$ cat src/common/pin_ctrl_pkg.sv
// constants for the serial flash pin function control block
package pin_ctrl_pkg;
    // register byte offsets
    localparam logic [4:0] OFS_CTRL   = 5'h00;
    localparam logic [4:0] OFS_NVCFG  = 5'h04;
    localparam logic [4:0] OFS_VCFG   = 5'h08;
    localparam logic [4:0] OFS_STATUS = 5'h0C;
    localparam logic [4:0] OFS_PINS   = 5'h10;
    // field positions
    localparam int CTRL_PROTO_LSB = 0;
    localparam int CTRL_DTR_BIT   = 2;
    localparam int CFG_PAUSE_BIT  = 4;
    localparam int STS_WDIS_BIT   = 7;
    localparam int STS_WIP_BIT    = 0;
    // reset values and status write mask
    localparam logic [7:0] CFG_RESET    = 8'hFF;
    localparam logic [7:0] STATUS_RESET = 8'h00;
    localparam logic [7:0] STS_NV_MASK  = 8'hFC;
    // protocol codes
    localparam logic [1:0] PROTO_EXT  = 2'h0;
    localparam logic [1:0] PROTO_DUAL = 2'h1;
    localparam logic [1:0] PROTO_QUAD = 2'h2;
    // opcodes
    localparam logic [7:0] OP_WRSR  = 8'h01;
    localparam logic [7:0] OP_READ  = 8'h03;
    localparam logic [7:0] OP_RDSR  = 8'h05;
    localparam logic [7:0] OP_DOFR  = 8'h3B;
    localparam logic [7:0] OP_QUAD_OUTPUT_FAST_READ  = 8'h6B;
    localparam logic [7:0] OP_QUAD_IO_FAST_READ = 8'hEB;
    // lane widths, bit counts and lane enable masks
    localparam logic [2:0] W1 = 3'h1;
    localparam logic [2:0] W2 = 3'h2;
    localparam logic [2:0] W4 = 3'h4;
    localparam logic [4:0] BYTE_BITS = 5'h08;
    localparam logic [4:0] ADDR_BITS = 5'h18;
    localparam logic [3:0] OE_W1 = 4'h2;
    localparam logic [3:0] OE_W2 = 4'h3;
    localparam logic [3:0] OE_W4 = 4'hF;
    // status write cycle time
    localparam int CLK_PERIOD_NS  = 10;
    localparam int WRSR_TIME_NS   = 1000;
    localparam int WRSR_CYCLES    = (WRSR_TIME_NS + CLK_PERIOD_NS - 1) / CLK_PERIOD_NS;
    // serial engine states
    typedef enum logic [2:0] {ST_CMD, ST_ADDR, ST_DIN, ST_DOUT, ST_SKIP} eng_state_t;
endpackage

$ cat src/logic/flash_pin_ctrl.sv
// serial flash pin function control: pause, write protect, lane assignment
`timescale 1ns/1ps
// Overview of operation
// RQ1 - pause low suspends, floats outputs, ignores inputs
// RQ2 - config bit 4 in either register disables pause
// RQ3 - shared pause pin off in quad or DTR
// RQ4 - write-disable plus protect low refuses status write
// RQ5 - protect pin becomes lane two in quad
// RQ6 - single commands: lane zero in, lane one out
// RQ7 - dual commands: lanes zero and one bidirectional
// RQ8 - quad commands: all four lanes bidirectional
// RQ9 - select high: standby, ignore inputs, float outputs; standby_out stays low until busy_r clears
// RQ10 - single edge: sample rising, drive falling; DTR both
// RQ11 - status bit 7 is the write-disable control
// RQ12 - disabled pause leaves transfer running normally
// RQ13 - host always drives protect pin when unused
module flash_pin_ctrl
    import pin_ctrl_pkg::*;
#(
    parameter bit SHARED_PAUSE = 1'b1,
    parameter int WRSR_CNT     = WRSR_CYCLES
) (
    // system
    input  wire logic        clk_in,
    input  wire logic        resetn_in,
    // serial pins
    input  wire logic        cs_n_in,
    input  wire logic        sclk_in,
    input  wire logic        pause_n_in,
    input  wire logic [3:0]  dq_in,
    output logic      [3:0]  dq_out,
    output logic      [3:0]  dq_oe_out,
    // avalon slave
    input  wire logic [4:0]  avs_address_in,
    input  wire logic        avs_read_in,
    input  wire logic        avs_write_in,
    input  wire logic [31:0] avs_writedata_in,
    input  wire logic [3:0]  avs_byteenable_in,
    output logic      [31:0] avs_readdata_out,
    output logic             avs_waitrequest_out,
    // user side
    input  wire logic [7:0]  read_data_in,
    output logic      [23:0] addr_out,
    output logic             addr_valid_out,
    output logic             standby_out,
    output logic             paused_out
);
    logic [7:0]  ctrl_r, nvcfg_r, vcfg_r, status_r;
    logic [23:0] sh_r, sh_nxt;
    logic [7:0]  obuf_r;
    logic [4:0]  cnt_r;
    logic [2:0]  aw_r, dw_r, cw;
    logic        src_sts_r, busy_r;
    logic [15:0] busy_cnt_r;
    logic [3:0]  oe_mask_r;
    eng_state_t  state_r;
    logic        rise, fall, dtr, in_edge, out_edge, pause_en, paused, wp_lvl;
    logic        wrsr_commit;
    logic [1:0]  proto;
    logic [4:0]  cnt_in_nxt;

    sclk_edge sclk_edge_inst (
        .clk_in    (clk_in),
        .resetn_in (resetn_in),
        .sclk_in   (sclk_in),
        .rise_out  (rise),
        .fall_out  (fall)
    );

    // mode decode and pause qualification
    assign proto    = ctrl_r[CTRL_PROTO_LSB +: 2];
    assign dtr      = ctrl_r[CTRL_DTR_BIT];
    assign in_edge  = dtr ? (rise | fall) : rise;                       // RQ10
    assign out_edge = dtr ? (rise | fall) : fall;                       // RQ10
    assign pause_en = nvcfg_r[CFG_PAUSE_BIT] & vcfg_r[CFG_PAUSE_BIT]    // RQ2
                    & ~(SHARED_PAUSE & ((proto == PROTO_QUAD) | dtr | (dw_r == W4))); // RQ3
    assign paused   = pause_en & ~cs_n_in
                    & ~(SHARED_PAUSE ? dq_in[3] : pause_n_in);          // RQ1 RQ12
    assign wp_lvl   = dq_in[2];
    assign cw       = (proto == PROTO_QUAD) ? W4 : (proto == PROTO_DUAL) ? W2 : W1;

    // lane sampling into the shift register
    always_comb begin
        logic [2:0] w;
        w = (state_r == ST_CMD) ? cw : (state_r == ST_ADDR) ? aw_r : dw_r;
        case (w)
            W4:      sh_nxt = {sh_r[19:0], dq_in};                     // RQ8
            W2:      sh_nxt = {sh_r[21:0], dq_in[1:0]};                // RQ7
            default: sh_nxt = {sh_r[22:0], dq_in[0]};                  // RQ6
        endcase
        cnt_in_nxt = cnt_r + {2'h0, w};
    end

    assign wrsr_commit = (state_r == ST_DIN) && in_edge && !paused && !cs_n_in
                       && (cnt_in_nxt == BYTE_BITS);

    // serial engine: command, address, data in, data out
    always_ff @(posedge clk_in) begin
        if (!resetn_in || cs_n_in) begin                                // RQ9
            state_r   <= ST_CMD;
            cnt_r     <= '0;
            sh_r      <= '0;
            aw_r      <= W1;
            dw_r      <= W1;
            src_sts_r <= 1'b0;
            obuf_r    <= '0;
        end else if (!paused) begin                                     // RQ1
            case (state_r)
                ST_CMD: begin
                    if (in_edge) begin
                        sh_r  <= sh_nxt;
                        cnt_r <= cnt_in_nxt;
                        if (cnt_in_nxt == BYTE_BITS) begin
                            cnt_r     <= '0;
                            aw_r      <= cw;
                            dw_r      <= cw;
                            src_sts_r <= 1'b0;
                            case (sh_nxt[7:0])
                                OP_RDSR: begin
                                    state_r   <= ST_DOUT;
                                    src_sts_r <= 1'b1;
                                    obuf_r    <= status_r;
                                end
                                OP_WRSR: state_r <= ST_DIN;
                                OP_READ: state_r <= ST_ADDR;
                                OP_DOFR: begin
                                    state_r <= ST_ADDR;
                                    if (proto == PROTO_EXT) dw_r <= W2;  // RQ7
                                end
                                OP_QUAD_OUTPUT_FAST_READ: begin
                                    state_r <= ST_ADDR;
                                    if (proto == PROTO_EXT) dw_r <= W4;  // RQ5
                                end
                                OP_QUAD_IO_FAST_READ: begin
                                    state_r <= ST_ADDR;
                                    if (proto == PROTO_EXT) begin        // RQ5
                                        aw_r <= W4;
                                        dw_r <= W4;
                                    end
                                end
                                default: state_r <= ST_SKIP;
                            endcase
                        end
                    end
                end
                ST_ADDR: begin
                    if (in_edge) begin
                        sh_r  <= sh_nxt;
                        cnt_r <= cnt_in_nxt;
                        if (cnt_in_nxt == ADDR_BITS) begin
                            cnt_r   <= '0;
                            state_r <= ST_DOUT;
                            obuf_r  <= read_data_in;
                        end
                    end
                end
                ST_DIN: begin
                    if (in_edge) begin
                        sh_r  <= sh_nxt;
                        cnt_r <= cnt_in_nxt;
                        if (cnt_in_nxt == BYTE_BITS) begin
                            state_r <= ST_SKIP;
                        end
                    end
                end
                ST_DOUT: begin
                    if (out_edge) begin
                        obuf_r <= obuf_r << dw_r;
                        cnt_r  <= cnt_r + {2'h0, dw_r};
                        if (cnt_r + {2'h0, dw_r} == BYTE_BITS) begin
                            cnt_r  <= '0;
                            obuf_r <= src_sts_r ? status_r : read_data_in;
                        end
                    end
                end
                ST_SKIP: state_r <= ST_SKIP;
                default: state_r <= ST_CMD;
            endcase
        end
    end

    // output lane drive, data changed only on output edges, lane mask cleared outside data out or on deselect
    always_ff @(posedge clk_in) begin
        if (!resetn_in) begin
            dq_out    <= '0;
            oe_mask_r <= '0;
        end else if (state_r == ST_DOUT && out_edge && !paused && !cs_n_in) begin
            case (dw_r)
                W4: begin
                    dq_out    <= obuf_r[7:4];                           // RQ8
                    oe_mask_r <= OE_W4;                                 // RQ5
                end
                W2: begin
                    dq_out    <= {2'b00, obuf_r[7:6]};                  // RQ7
                    oe_mask_r <= OE_W2;
                end
                default: begin
                    dq_out    <= {2'b00, obuf_r[7], 1'b0};              // RQ6
                    oe_mask_r <= OE_W1;
                end
            endcase
        end else if (state_r != ST_DOUT || cs_n_in) begin
            oe_mask_r <= '0;
        end
    end

    // output enables float during pause or deselect
    always_ff @(posedge clk_in) begin
        if (!resetn_in || cs_n_in || paused) begin                      // RQ1 RQ9
            dq_oe_out <= '0;
        end else if (state_r == ST_DOUT && out_edge) begin
            dq_oe_out <= (dw_r == W4) ? OE_W4 : (dw_r == W2) ? OE_W2 : OE_W1;
        end else begin
            dq_oe_out <= oe_mask_r;
        end
    end

    // captured address for the array side
    always_ff @(posedge clk_in) begin
        if (!resetn_in) begin
            addr_out       <= '0;
            addr_valid_out <= 1'b0;
        end else begin
            addr_valid_out <= 1'b0;
            if (state_r == ST_ADDR && in_edge && !paused && !cs_n_in
                && cnt_in_nxt == ADDR_BITS) begin
                addr_out       <= sh_nxt;
                addr_valid_out <= 1'b1;
            end
        end
    end

    // status register and write cycle timer
    always_ff @(posedge clk_in) begin
        if (!resetn_in) begin
            status_r   <= STATUS_RESET;
            busy_r     <= 1'b0;
            busy_cnt_r <= '0;
        end else begin
            if (busy_r) begin
                busy_cnt_r <= busy_cnt_r - 16'h0001;
                if (busy_cnt_r == 16'h0001) busy_r <= 1'b0;
            end
            if (wrsr_commit && !(status_r[STS_WDIS_BIT] && !wp_lvl)) begin // RQ4 RQ11
                status_r   <= (sh_nxt[7:0] & STS_NV_MASK) | (status_r & ~STS_NV_MASK);
                busy_r     <= 1'b1;
                busy_cnt_r <= WRSR_CNT[15:0];
            end
            status_r[STS_WIP_BIT] <= busy_r;
        end
    end

    // pin level status outputs
    always_ff @(posedge clk_in) begin
        if (!resetn_in) begin
            standby_out <= 1'b1;
            paused_out  <= 1'b0;
        end else begin
            standby_out <= cs_n_in && !busy_r;                         // RQ9
            paused_out  <= paused;
        end
    end

    // avalon slave: one wait cycle, then the answer
    always_ff @(posedge clk_in) begin
        if (!resetn_in) begin
            avs_waitrequest_out <= 1'b1;
            avs_readdata_out    <= '0;
            ctrl_r              <= '0;
            nvcfg_r             <= CFG_RESET;
            vcfg_r              <= CFG_RESET;
        end else begin
            avs_waitrequest_out <= !((avs_read_in || avs_write_in) && avs_waitrequest_out);
            if (avs_read_in && avs_waitrequest_out) begin
                case (avs_address_in)
                    OFS_CTRL:   avs_readdata_out <= {24'h0, ctrl_r};
                    OFS_NVCFG:  avs_readdata_out <= {24'h0, nvcfg_r};
                    OFS_VCFG:   avs_readdata_out <= {24'h0, vcfg_r};
                    OFS_STATUS: avs_readdata_out <= {24'h0, status_r};
                    OFS_PINS:   avs_readdata_out <= {24'h0, dq_oe_out, pause_en,
                                                     wp_lvl, standby_out, paused_out};
                    default:    avs_readdata_out <= '0;
                endcase
            end
            if (avs_write_in && !avs_waitrequest_out && avs_byteenable_in[0]) begin
                case (avs_address_in)
                    OFS_CTRL:  ctrl_r  <= avs_writedata_in[7:0];
                    OFS_NVCFG: nvcfg_r <= avs_writedata_in[7:0];
                    OFS_VCFG:  vcfg_r  <= avs_writedata_in[7:0];
                    default:   ctrl_r  <= ctrl_r;
                endcase
            end
        end
    end

    // checks
    float_deselect_a: assert property (@(posedge clk_in) disable iff (!resetn_in) // RQ9
        cs_n_in |=> dq_oe_out == 4'h0) else $error("outputs driven while deselected");
    pause_float_a: assert property (@(posedge clk_in) disable iff (!resetn_in) // RQ1
        paused |=> dq_oe_out == 4'h0 && $stable(state_r))
        else $error("pause did not suspend");
    pause_off_a: assert property (@(posedge clk_in) disable iff (!resetn_in) // RQ2
        !(nvcfg_r[CFG_PAUSE_BIT] && vcfg_r[CFG_PAUSE_BIT]) |-> !paused)
        else $error("pause active while disabled");
    shared_off_a: assert property (@(posedge clk_in) disable iff (!resetn_in) // RQ3
        (SHARED_PAUSE && (proto == PROTO_QUAD || dtr)) |-> !pause_en)
        else $error("shared pause pin still enabled");
    wrsr_block_a: assert property (@(posedge clk_in) disable iff (!resetn_in) // RQ4
        (wrsr_commit && status_r[STS_WDIS_BIT] && !wp_lvl) |=> !busy_r ##0
        $stable(status_r[7:2])) else $error("protected status was written");
    dq2_lane_a: assert property (@(posedge clk_in) disable iff (!resetn_in) // RQ5
        dq_oe_out[2] |-> dw_r == W4) else $error("lane two driven outside quad");
    single_lane_a: assert property (@(posedge clk_in) disable iff (!resetn_in) // RQ6
        (dw_r == W1 && dq_oe_out != 4'h0) |-> dq_oe_out == OE_W1)
        else $error("single mode drove wrong lane");
    dual_lane_a: assert property (@(posedge clk_in) disable iff (!resetn_in) // RQ7
        (dw_r == W2 && dq_oe_out != 4'h0) |-> dq_oe_out == OE_W2)
        else $error("dual mode drove wrong lanes");
    quad_lane_a: assert property (@(posedge clk_in) disable iff (!resetn_in) // RQ8
        (dw_r == W4 && dq_oe_out != 4'h0) |-> dq_oe_out == OE_W4)
        else $error("quad mode missed a lane");
    out_edge_a: assert property (@(posedge clk_in) disable iff (!resetn_in) // RQ10
        !out_edge |=> $stable(dq_out)) else $error("output changed off its edge");
    bus_wait_a: assert property (@(posedge clk_in) disable iff (!resetn_in)
        ((avs_read_in || avs_write_in) && avs_waitrequest_out) |=> !avs_waitrequest_out)
        else $error("bus answer late");
    rdsr_cover_c: cover property (@(posedge clk_in) disable iff (!resetn_in)
        state_r == ST_DOUT && src_sts_r && dq_oe_out != 4'h0);
    quad_cover_c: cover property (@(posedge clk_in) disable iff (!resetn_in)
        dq_oe_out == OE_W4);
    pause_cover_c: cover property (@(posedge clk_in) disable iff (!resetn_in)
        paused && state_r == ST_DOUT);
    wrsr_cover_c: cover property (@(posedge clk_in) disable iff (!resetn_in)
        wrsr_commit);
endmodule

$ cat src/logic/sclk_edge.sv
// edge detector for the host serial clock
`timescale 1ns/1ps
module sclk_edge (
    // system
    input  wire logic clk_in,
    input  wire logic resetn_in,
    // serial clock sample
    input  wire logic sclk_in,
    // edge pulses
    output logic      rise_out,
    output logic      fall_out
);
    logic sclk_q_r;

    // previous level of the serial clock
    always_ff @(posedge clk_in) begin
        if (!resetn_in) begin
            sclk_q_r <= 1'b0;
        end else begin
            sclk_q_r <= sclk_in;
        end
    end

    // one cycle pulses on each transition
    assign rise_out = sclk_in & ~sclk_q_r;
    assign fall_out = ~sclk_in & sclk_q_r;
endmodule

$ cat config.mk
export PLATFORM = sky130hd
export DESIGN_NAME = flash_pin_ctrl
export DESIGN_NICKNAME = d
export VERILOG_FILES = /design/src/common/pin_ctrl_pkg.sv /design/src/logic/flash_pin_ctrl.sv /design/src/logic/sclk_edge.sv
export SDC_FILE = /design/constraint.sdc
export NUM_CORES = 1
export LEC_CHECK = 0
export BUFFER_PORTS_ARGS = -buffer_cell sky130_fd_sc_hd__buf_2
export CELL_PAD_IN_SITES_DETAIL_PLACEMENT = 0
export CELL_PAD_IN_SITES_GLOBAL_PLACEMENT = 2
export CORE_UTILIZATION = 36
export DETAILED_ROUTE_END_ITERATION = 16
export PLACE_DENSITY_LB_ADDON = 0.1
export SLEW_MARGIN = 20
export SYNTH_ARGS = -nofsm -noshare
export SYNTH_HDL_FRONTEND = slang
export SYNTH_HIERARCHICAL = 1
export SYNTH_SLANG_ARGS = --single-unit
$ cat constraint.sdc
create_clock -name clk_in -period 9.12 [get_ports clk_in]
set_clock_uncertainty 0.05 [all_clocks]
set_input_delay 0.456 -clock clk_in [delete_from_list [all_inputs] [get_ports clk_in]]
set_output_delay 0.456 -clock clk_in [all_outputs]
set_load 0.02 [all_outputs]
==> metrics.txt <==
clk slew on worst S/H paths about 70 ps; global-route wire length before repair about 35 mm; Die Height 148 µm; num ports ~130; worst path bufs/invs 3; power per cell area around 160 nW/µm²; placed cell area between 8000 and 9000 µm²; DR DRC count 0; crit path launch type flop; routability cong. ~0.82; post-CTS sizing 0; CP endpoint kind flop; register area about 2800 µm²; antenna violations before repair 0; port bufs 75; Fin. Hold Viols 0; clock net sink count about 140; CTS root buf clkbuf_16; Final Critical Period 4900 ps; max cap viols 0; Die W 148 µm; Yosys cell types 76; Place WS between 4000 and 5000 ps; critical path fanouts, max 13; CP arrival between 5000 and 6000 ps; VDD IR max 106 µV; flops & latches, synth approximately 140; number of enable flip-flop cells after synthesis 0; outcome complete, no violations; largest net degree at the start of global routing 82; layout cells sized above 1 between 10% and 20%; Crit path max-delay family simple AND/OR/NAND/NOR gates; Ys Warns 6; layout overhead on the synthesized area 14.2%; Bufs on Longest Clock Path 2; commonest cells after routing, fill and taps aside dfxtp_1, nand2_1, nor2_1, buf_2, nand3_1; post-CTS setup buffer count 0; Worst-Margin Slew about 1000 ps; drt total wl around 22 mm; DR WL/cell ~17 µm; Setup CP Type flop to flop; number of cells on the worst hold path 2; Post-DP HPWL 15.4 mm; RSZ-0062 raised after global routing no; gr usage total between 20% and 30%; Post-Syn Instances around 920; Clock Latency Late Sink 430 ps; # fillers roughly 2,200; DR vias about 6,700; ys flop type dfxtp_1; Slew headroom between 30% and 40%; Hold Crit Start avs_read_in; Worst R2R End dw_r[0]; final setup fails 0; Tightest Hold Check Type input pin to flop; Pins Over Slew Limit 0; num rows 53; antenna-violating nets left 0; Worst Path Required approximately 9400 ps; Reg2Reg Setup Slack between 4000 and 5000 ps; Avg Inst Size Synth 8.37 µm²; 1st-pass router iterations 5; Finished Cell Area about 8800 µm²; Static Leak between 0.003 and 0.004 µW; critical path's slowest cell o31ai_4; Initial Utilization about 37%; Core ar. 21,000 µm²; FMAX 0.204 GHz; # H-tree levels 4; GRT overflow 0; initial drt markers roughly 300; Syn Std Cell Area approximately 7700 µm²; CTS tree done; die area 21,900 µm²; FFs w/ async S/R, synth 0%; final period utilization 53.8%; total CTS buffers 17; Hold Crit Endpoint avs_waitrequest_out; depth of the most critical reg-to-reg path 15; setup_tns 0 ps; Post-CTS Hold Buffers 0; Final nets around 1,000; CP max stage delay between 600 and 700 ps; commonest non-fill, non-tap cell in the layout dfxtp_1; multi-input logic area 4510 µm²; PnR worst setup slack 4220 ps; via density per instance 5.35; vias in the first global route between 6,000 and 7,000; FF-to-FF Start ctrl_r[0]; Seq/Total Area, Yosys between 30% and 40%; worst path cell trace inv_1 -> ha_1 -> nor2b_1 -> o31ai_4 -> ha_1 -> inv_1 -> fa_1 -> xnor2_1 -> or3b_2 -> or3_1 -> nor4_1 -> buf_4 -> nand2_1 -> or3_1 -> o311a_1; diode count 0
==> logic make-up (layout without fill, tap and decap cells) <==
logic type	Yosys count	after routing	share of synthesized area (%)
buffers and inverters	95	133	6.07
flip-flops	141	141	36.7
multiplexers	58	58	8.54
AO/OA/AOI/OAI	184	184	17.4
XOR/XNOR	21	21	2.39
AND/OR/NAND/NOR	404	404	26.2
adder cells (fa/ha/maj)	15	15	2.64
other	1	24	0.0488
==> metrics by stage <==
stage / hold slack, ps / cells / power, µW / utilization, %
2_1_floorplan: 390 / 942 / 693 / -
3_3_place_gp: 375 / 1223 / 711 / 39.1
3_5_place_dp: 387 / 1223 / 712 / 39.1
4_1_cts: 175 / 1255 / 1410 / 41.9
5_1_grt: 178 / 1255 / 1450 / 41.9
6_report: 189 / 1255 / 1400 / 41.9
==> state kept, by name (all words and copies together) (netlist names), 4 cells and up <==
signal,cells
dq_out,4
ctrl_r,8
obuf_r,8
avs_readdata_out,8
busy_cnt_r,16
cnt_r,5
sh_r,23
nvcfg_r,8
vcfg_r,8
addr_out,24
status_r,7
==> synth_stat cells, drive strengths merged, types with 16 or more instances <==
master,number,area (µm²)
a21oi,35,175
a22oi,18,135
a311oi,17,149
and2,16,100
buf,35,241
clkbuf,46,173
dfxtp,141,2820
mux2i,43,447
nand2,120,450
nand3,52,260
nor2,90,340
nor2b,35,219
nor3,23,138
o211a,16,160
o21ai,34,170
xnor2,19,166
==> final cells by class <==
type | instances | area share [%]
Inverter | 14 | 0.598
Sequential cell | 141 | 32.1
Clock inverter | 14 | 1.68
Multi-Input combinational cell | 706 | 51.4
Clock buffer | 18 | 5.00
Timing Repair Buffer | 87 | 5.30
Tap cell | 275 | 3.92
==> per-layer routing <==
layer	up-vias	wire length [µm]	global-route usage, %
li1	3323	-	-
met1	3222	10400	27.6
met2	147	10300	33.5
met3	21	835	3.83
met4	0	292	6.60
met5	-	0	0
==> power breakdown <==
group	internal, µW	leakage, µW	switching [µW]
clock	393	0.000280	305
sequential	620	0.00114	4.07
combinational	22.2	0.00219	51.1
==> worst reg2reg max path, delay by kind of cell (launching register included) <==
family | cells | cell delay [ps]
compound gates | 2 | 720
xor+xnor | 1 | 160
fa+ha+maj | 3 | 1040
buf+inv | 3 | 440
flops | 1 | 400
simple gates | 6 | 1990
==> worst max-delay path by stage <==
stage	endpoint	slack [ps]	cells after the start	start
4_1_cts	dw_r[0]	4220	15	ctrl_r[0]
3_3_place_gp	aw_r[0]	4280	15	ctrl_r[0]
2_1_floorplan	aw_r[0]	4940	15	ctrl_r[0]
6_report	dw_r[0]	4220	15	ctrl_r[0]
5_1_grt	aw_r[0]	3920	15	ctrl_r[0]
3_5_place_dp	dw_r[0]	4270	15	ctrl_r[0]
No activity file was read; power rests on OpenSTA's default activity.
